[src/core/rtcdt_pkg.sv]
// Package of constants and types for the calendar date register block.
package rtcdt_pkg;

	localparam logic [11:0] CALENDAR_DATE_VALUE_OFFS = 12'h000;
	localparam logic [11:0] CLOCK_CONTROL_WORD_OFFS  = 12'h004;
	localparam int          CLOCK_WRITE_ENABLE_BIT   = 3;

	localparam int YEAR_TENS_MSB    = 31;
	localparam int YEAR_TENS_LSB    = 28;
	localparam int YEAR_UNITS_MSB   = 27;
	localparam int YEAR_UNITS_LSB   = 24;
	localparam int MONTH_TENS_POS   = 20;
	localparam int MONTH_UNITS_MSB  = 19;
	localparam int MONTH_UNITS_LSB  = 16;
	localparam int MDAY_TENS_MSB    = 13;
	localparam int MDAY_TENS_LSB    = 12;
	localparam int MDAY_UNITS_MSB   = 11;
	localparam int MDAY_UNITS_LSB   = 8;
	localparam int WEEKDAY_MSB      = 2;
	localparam int WEEKDAY_LSB      = 0;

	localparam logic [31:0] DATE_IMPL_MASK = 32'hff1f3f07;
	localparam logic [31:0] DATE_RESET     = 32'h00000000;
	localparam logic        CTRL_RESET     = 1'b0;

	typedef struct packed {
		logic [3:0] year_tens_digit;
		logic [3:0] year_units_digit;
		logic [2:0] pad_a;
		logic       month_tens_digit;
		logic [3:0] month_units_digit;
		logic [1:0] pad_b;
		logic [1:0] monthday_tens_digit;
		logic [3:0] monthday_units_digit;
		logic [4:0] pad_c;
		logic [2:0] weekday_code;
	} rtcdt_date_t;

	typedef enum logic [1:0] {
		RTCDT_IDLE   = 2'b00,
		RTCDT_ACCESS = 2'b01
	} rtcdt_state_t;

endpackage

[src/core/rtcdt_regs.sv]
// Calendar date holding register with clock control word, as an APB slave.
//
// Operation
// - Year tens digit in bits 31..28.
// - Year units digit in bits 27..24.
// - Month tens digit in bit 20.
// - Month units digit in bits 19..16.
// - Day tens digit in bits 13..12.
// - Day units digit in bits 11..8.
// - Weekday code in bits 2..0.
// - Unused bits read zero, not stored.
// - Date writes only when write enable set.
// - Date contents undefined until software writes; this block resets them to zero.
//
// Chosen here: the APB interface to the registers and the register offsets.
`timescale 1ns/100ps
`default_nettype none

module rtcdt_regs (
	input  wire logic        pclk,
	input  wire logic        presetn,
	input  wire logic        psel,
	input  wire logic        penable,
	input  wire logic        pwrite,
	input  wire logic [11:0] paddr,
	input  wire logic [31:0] pwdata,
	output var  logic [31:0] prdata,
	output var  logic        pready,
	output var  logic        pslverr,
	output var  logic        clock_write_enable,
	output var  rtcdt_pkg::rtcdt_date_t calendar_date_value
);

	// The date has no defined power-up value; a fixed zero keeps simulation free of unknowns,
	// while software must still treat the value as meaningless until it has written it.
	localparam rtcdt_pkg::rtcdt_date_t RESET_FIELDS = rtcdt_pkg::DATE_RESET;

	rtcdt_pkg::rtcdt_state_t state_r;
	rtcdt_pkg::rtcdt_state_t state_nxt;
	logic                    pready_nxt;
	logic [31:0]             prdata_nxt;
	logic                    pslverr_nxt;
	logic                    hit_date;
	logic                    hit_ctrl;
	logic                    hit_any;
	logic                    setup;
	logic                    wr_now;
	logic                    wr_ctrl;
	logic                    date_accept;
	logic [31:0]             ctrl_word;
	logic [31:0]             read_word;

	logic                    ctrl_we_r;
	logic                    ctrl_we_nxt;
	logic [3:0]              year_tens_r;
	logic [3:0]              year_tens_nxt;
	logic [3:0]              year_units_r;
	logic [3:0]              year_units_nxt;
	logic                    month_tens_r;
	logic                    month_tens_nxt;
	logic [3:0]              month_units_r;
	logic [3:0]              month_units_nxt;
	logic [1:0]              mday_tens_r;
	logic [1:0]              mday_tens_nxt;
	logic [3:0]              mday_units_r;
	logic [3:0]              mday_units_nxt;
	logic [2:0]              weekday_r;
	logic [2:0]              weekday_nxt;

	rtcdt_pkg::rtcdt_date_t  date_word;
	rtcdt_pkg::rtcdt_date_t  date_view_nxt;
	logic                    write_enable_nxt;

	// Only the two mapped words decode; any other address answers with an error and changes nothing.
	always_comb begin
		hit_date = 1'b0;
		hit_ctrl = 1'b0;
		case (paddr)
			rtcdt_pkg::CALENDAR_DATE_VALUE_OFFS: begin
				hit_date = 1'b1;
			end
			rtcdt_pkg::CLOCK_CONTROL_WORD_OFFS: begin
				hit_ctrl = 1'b1;
			end
			default: begin
				hit_date = 1'b0;
				hit_ctrl = 1'b0;
			end
		endcase
		hit_any = hit_date || hit_ctrl;
	end

	always_comb begin
		setup       = psel && !penable && (state_r == rtcdt_pkg::RTCDT_IDLE);
		wr_now      = psel && penable && pready && pwrite;
		wr_ctrl     = wr_now && hit_ctrl;
		date_accept = wr_now && hit_date && ctrl_we_r;
	end

	// One wait-free access phase: pready rises in the cycle after setup.
	always_comb begin
		state_nxt  = state_r;
		pready_nxt = 1'b0;
		case (state_r)
			rtcdt_pkg::RTCDT_IDLE: begin
				if (setup) begin
					state_nxt  = rtcdt_pkg::RTCDT_ACCESS;
					pready_nxt = 1'b1;
				end
			end
			rtcdt_pkg::RTCDT_ACCESS: begin
				state_nxt  = rtcdt_pkg::RTCDT_IDLE;
				pready_nxt = 1'b0;
			end
			default: begin
				state_nxt  = rtcdt_pkg::RTCDT_IDLE;
				pready_nxt = 1'b0;
			end
		endcase
	end

	always_ff @(posedge pclk or negedge presetn) begin
		if (!presetn) begin
			state_r <= rtcdt_pkg::RTCDT_IDLE;
		end else begin
			state_r <= state_nxt;
		end
	end

	always_ff @(posedge pclk or negedge presetn) begin
		if (!presetn) begin
			pready <= 1'b0;
		end else begin
			pready <= pready_nxt;
		end
	end

	always_comb begin
		ctrl_word = 32'h00000000;
		ctrl_word[rtcdt_pkg::CLOCK_WRITE_ENABLE_BIT] = ctrl_we_r;
	end

	// Unused positions are tied to zero here and have no storage behind them.
	always_comb begin
		date_word                      = '0;
		date_word.year_tens_digit      = year_tens_r;
		date_word.year_units_digit     = year_units_r;
		date_word.month_tens_digit     = month_tens_r;
		date_word.month_units_digit    = month_units_r;
		date_word.monthday_tens_digit  = mday_tens_r;
		date_word.monthday_units_digit = mday_units_r;
		date_word.weekday_code         = weekday_r;
	end

	always_comb begin
		read_word = 32'h00000000;
		if (hit_date) begin
			read_word = date_word;
		end else if (hit_ctrl) begin
			read_word = ctrl_word;
		end
	end

	// Read data and error are captured at setup so both come from flip-flops.
	always_comb begin
		prdata_nxt  = 32'h00000000;
		pslverr_nxt = 1'b0;
		if (setup) begin
			pslverr_nxt = !hit_any;
			if (!pwrite) begin
				prdata_nxt = read_word;
			end
		end
	end

	always_ff @(posedge pclk or negedge presetn) begin
		if (!presetn) begin
			prdata <= 32'h00000000;
		end else begin
			prdata <= prdata_nxt;
		end
	end

	always_ff @(posedge pclk or negedge presetn) begin
		if (!presetn) begin
			pslverr <= 1'b0;
		end else begin
			pslverr <= pslverr_nxt;
		end
	end

	always_comb begin
		if (wr_ctrl) begin
			ctrl_we_nxt = pwdata[rtcdt_pkg::CLOCK_WRITE_ENABLE_BIT];
		end else begin
			ctrl_we_nxt = ctrl_we_r;
		end
	end

	always_ff @(posedge pclk or negedge presetn) begin
		if (!presetn) begin
			ctrl_we_r <= rtcdt_pkg::CTRL_RESET;
		end else begin
			ctrl_we_r <= ctrl_we_nxt;
		end
	end

	always_comb begin
		if (date_accept) begin
			year_tens_nxt = pwdata[rtcdt_pkg::YEAR_TENS_MSB:rtcdt_pkg::YEAR_TENS_LSB];
		end else begin
			year_tens_nxt = year_tens_r;
		end
	end

	always_ff @(posedge pclk or negedge presetn) begin
		if (!presetn) begin
			year_tens_r <= RESET_FIELDS.year_tens_digit;
		end else begin
			year_tens_r <= year_tens_nxt;
		end
	end

	always_comb begin
		if (date_accept) begin
			year_units_nxt = pwdata[rtcdt_pkg::YEAR_UNITS_MSB:rtcdt_pkg::YEAR_UNITS_LSB];
		end else begin
			year_units_nxt = year_units_r;
		end
	end

	always_ff @(posedge pclk or negedge presetn) begin
		if (!presetn) begin
			year_units_r <= RESET_FIELDS.year_units_digit;
		end else begin
			year_units_r <= year_units_nxt;
		end
	end

	always_comb begin
		if (date_accept) begin
			month_tens_nxt = pwdata[rtcdt_pkg::MONTH_TENS_POS];
		end else begin
			month_tens_nxt = month_tens_r;
		end
	end

	always_ff @(posedge pclk or negedge presetn) begin
		if (!presetn) begin
			month_tens_r <= RESET_FIELDS.month_tens_digit;
		end else begin
			month_tens_r <= month_tens_nxt;
		end
	end

	always_comb begin
		if (date_accept) begin
			month_units_nxt = pwdata[rtcdt_pkg::MONTH_UNITS_MSB:rtcdt_pkg::MONTH_UNITS_LSB];
		end else begin
			month_units_nxt = month_units_r;
		end
	end

	always_ff @(posedge pclk or negedge presetn) begin
		if (!presetn) begin
			month_units_r <= RESET_FIELDS.month_units_digit;
		end else begin
			month_units_r <= month_units_nxt;
		end
	end

	always_comb begin
		if (date_accept) begin
			mday_tens_nxt = pwdata[rtcdt_pkg::MDAY_TENS_MSB:rtcdt_pkg::MDAY_TENS_LSB];
		end else begin
			mday_tens_nxt = mday_tens_r;
		end
	end

	always_ff @(posedge pclk or negedge presetn) begin
		if (!presetn) begin
			mday_tens_r <= RESET_FIELDS.monthday_tens_digit;
		end else begin
			mday_tens_r <= mday_tens_nxt;
		end
	end

	always_comb begin
		if (date_accept) begin
			mday_units_nxt = pwdata[rtcdt_pkg::MDAY_UNITS_MSB:rtcdt_pkg::MDAY_UNITS_LSB];
		end else begin
			mday_units_nxt = mday_units_r;
		end
	end

	always_ff @(posedge pclk or negedge presetn) begin
		if (!presetn) begin
			mday_units_r <= RESET_FIELDS.monthday_units_digit;
		end else begin
			mday_units_r <= mday_units_nxt;
		end
	end

	always_comb begin
		if (date_accept) begin
			weekday_nxt = pwdata[rtcdt_pkg::WEEKDAY_MSB:rtcdt_pkg::WEEKDAY_LSB];
		end else begin
			weekday_nxt = weekday_r;
		end
	end

	always_ff @(posedge pclk or negedge presetn) begin
		if (!presetn) begin
			weekday_r <= RESET_FIELDS.weekday_code;
		end else begin
			weekday_r <= weekday_nxt;
		end
	end

	always_comb begin
		date_view_nxt = date_word;
	end

	always_comb begin
		write_enable_nxt = ctrl_we_r;
	end

	// Visible copies come straight from flip-flops and trail the stored value by one cycle.
	always_ff @(posedge pclk or negedge presetn) begin
		if (!presetn) begin
			calendar_date_value <= '0;
		end else begin
			calendar_date_value <= date_view_nxt;
		end
	end

	always_ff @(posedge pclk or negedge presetn) begin
		if (!presetn) begin
			clock_write_enable <= 1'b0;
		end else begin
			clock_write_enable <= write_enable_nxt;
		end
	end

endmodule // rtcdt_regs

`default_nettype wire

[config.mk]
export PLATFORM = sky130hd
export DESIGN_NAME = rtcdt_regs
export DESIGN_NICKNAME = d
export VERILOG_FILES = /design/src/core/rtcdt_pkg.sv /design/src/core/rtcdt_regs.sv
export SDC_FILE = /design/constraint.sdc
export NUM_CORES = 1
export LEC_CHECK = 0
export ABC_AREA = 1
export BUFFER_PORTS_ARGS = -buffer_cell sky130_fd_sc_hd__buf_4
export CAP_MARGIN = 10
export CORE_ASPECT_RATIO = 1.2
export CORE_MARGIN = 1
export CORE_UTILIZATION = 37
export CTS_BUF_LIST = sky130_fd_sc_hd__clkbuf_2
export DETAILED_ROUTE_END_ITERATION = 6
export PLACE_DENSITY = 0.71
export SLEW_MARGIN = 10
export SYNTH_ARGS = -nofsm -noshare
export SYNTH_HDL_FRONTEND = slang
export SYNTH_SLANG_ARGS = --single-unit
[constraint.sdc]
create_clock -name pclk -period 2.3 [get_ports pclk]
set_input_delay 0 -clock pclk [delete_from_list [all_inputs] [get_ports pclk]]
set_output_delay 0 -clock pclk [all_outputs]
set_load 0.03 [all_outputs]
==> qor.yml <==
setup_path:
  crit_required_ns: 2.74
  cp_data_arrival_time_ns: 2.54
  critical_path.startpoint: "state_r[0]"
  rr_startpoint: "state_r[0]"
  critPathLaunchType: "register"
  cp-end-kind: "register"
  cp_max_fo: 15
  crit_type: "reg -> reg"
pwr:
  power.leakage_nw: 2.04
  ir_worst_vdd_mv: 0.222
  power_density_nw_per_um2: 526
grt:
  grt_usage: 0.182
  grt_max_degree: 73
  grt_pass1_vias: 2125
  grt_first_pass_wirelength_um: 10000
  grt_antenna_before_repair: 0
  overflow: 0
sta:
  hold_viol: 0
  clock.fmax_ghz: 0.475
  finalMaxSlewViolations: 0
  period_needed_ns: 2.10
  setup_violations: 0
  skew_ns: 0.0273
  finalSetupTns_ns: 0
  tightest_slew_ns: 0.874
  max_slew_margin: 0.418
  rsz0062_at_grt: "false"
  period_share: 0.915
final_layout:
  final_nets: 437
  synthToLayoutAreaGrowth_pct: 46.0
  final_cell_mix: "92 x buf_4, 77 x nand2_1, 72 x dfrtp_1"
  antenna_cells: 0
  finish.instance_area_um2: 3880
  mostFrequentLayoutCell: "buf_4"
  drive_gt1_frac: 0.285
min_path:
  min_from: "paddr[8]"
  hp-class: "in -> reg"
placement:
  dp_hpwl_um: 3800
  place_area_um2: 3330
  io_buffer_count: 87
  gp_congestion: 0.696
synthesis:
  avgSynthCellArea_um2: 10.6
  yosysWarnings: 0
  syn_area_um2: 2660
  ys_ff_latch: 72
  synthCells: 251
  ys_types: 13
  seq_area_frac_synth: 0.677
route:
  drtIter0Drc: 114
  via_count: 2178
  drtAntennaViolNets: 0
  viasPerCell: 4.54
  drt_wl_total_um: 6260
  drc: 0
  route.detailed.wl_per_inst_um: 13.0
  firstDrtPassIters: 4
clock_tree:
  cts_buffers: 9
  ctsRootBufferMaster: "clkbuf_2"
  cts_tree: "yes"
  clk_latency_ns: 0.51
  cts.sinks: 72
  path_clk_slew_ns: 0.21
  cts_buffer_depth: 2
  htree_levels: 3
  post_cts_buffers: 0
die:
  die-area_um2: 7530
  fp.dieW_um: 79.4
  coreArea_um2: 6900
  rows: 33
  initial_utilization: 0.386
  die_h_um: 94.9
  ios: 116
status:
  status: "finished, final reports clean"
flow_run:
  max-cap-violations: 0
-- flip-flops by register name (all words and copies together) (netlist names) --
register,count
prdata,23
calendar_date_value,22
mday_units_r,4
month_units_r,4
year_tens_r,4
year_units_r,4
weekday_r,3
mday_tens_r,2
clock_write_enable,1
ctrl_we_r,1
month_tens_r,1
pready,1
pslverr,1
state_r,1
-- final cells by class --
| type | instances | area [um2] |
|---|---|---|
| fillers | 615 | 3010 |
| inverters | 6 | 22.5 |
| clock inverters | 6 | 35.0 |
| flip-flops and latches | 72 | 1800 |
| multi-input cells | 160 | 703 |
| repair buffers | 139 | 1160 |
| well taps | 87 | 109 |
| clock buffers | 10 | 50.0 |
-- Yosys cell counts, drive strengths merged --
cell type / n / area share
buf: 31 / 0.076
nand3: 4 / 0.0094
nor3b: 1 / 0.0071
dfrtp: 72 / 0.68
nand4: 24 / 0.056
nand2: 77 / 0.11
nor2: 35 / 0.055
inv: 6 / 0.0085
conb: 1 / 0.0014
-- path summary, 6_finish.rpt --
kind / endpoint / slack [ns] / depth (start not counted)
worst max-delay path: prdata[12] / 0.20 / 7
worst min-delay path: pslverr / 0.01 / 7
worst max register to register: prdata[12] / 0.20 / 7
worst min register to register: calendar_date_value[25] / 0.42 / 0
max in group asynchronous: year_tens_r[1] / 1.61 / 2
min in group asynchronous: calendar_date_value[19] / 0.12 / 2
-- through the flow --
stage	cells	util	setup slack, ns	hold slack (ns)	power, mW
finish	480	0.563	0.196	0.0123	2.04
global placement	417	0.482	0.807	0.163	1.44
detailed placement	417	0.482	0.766	0.176	1.44
CTS	480	0.563	0.166	0.0000769	2.06
global route	480	0.563	0.0112	0.0426	2.14
floorplan	269	-	0.919	-0.296	1.38
-- layer usage --
layer  up-vias  track usage  wire, um
met5         -            0         0
met1      1035        0.205      2450
met3        15       0.0357       244
met2        91        0.318      3360
li1       1037            -         -
met4         0        0.106       202
-- what timing repair did --
| action | 4_1_cts | 5_1_grt |
|---|---|---|
| hold buffers | 47 | 0 |
| endpoints found under the hold margin | 120 | 0 |
| gates resized for setup | 0 | 0 |
-- cells by family (layout without fill, tap and decap cells) --
| family | count (synthesis) | count (layout) | share of synthesized area |
|---|---|---|---|
| and+or+nand+nor | 141 | 141 | 0.237 |
| other | 1 | 19 | 0.00141 |
| DFF | 72 | 72 | 0.677 |
| buffers and inverters | 37 | 161 | 0.0847 |
-- critical path, cell delays in order, from the launching register on --
cell	delay, ns
dfrtp_1	0.42
nor2_1	0.09
nand2_1	0.05
dlygate4sd3_1	0.60
nor2_2	0.38
buf_4	0.29
nand2_1	0.08
nor2_1	0.11
-- report_power, final --
| part | leakage [nW] | switching (mW) | internal (mW) | total (mW) |
|---|---|---|---|---|
| Clock | 0.0611 | 0.438 | 0.142 | 0.580 |
| Sequential | 1.00 | 0.00110 | 1.27 | 1.27 |
| Combinational | 0.979 | 0.107 | 0.0819 | 0.189 |
| Total | 2.04 | 0.547 | 1.49 | 2.04 |
(Power assumes the default switching activity.)
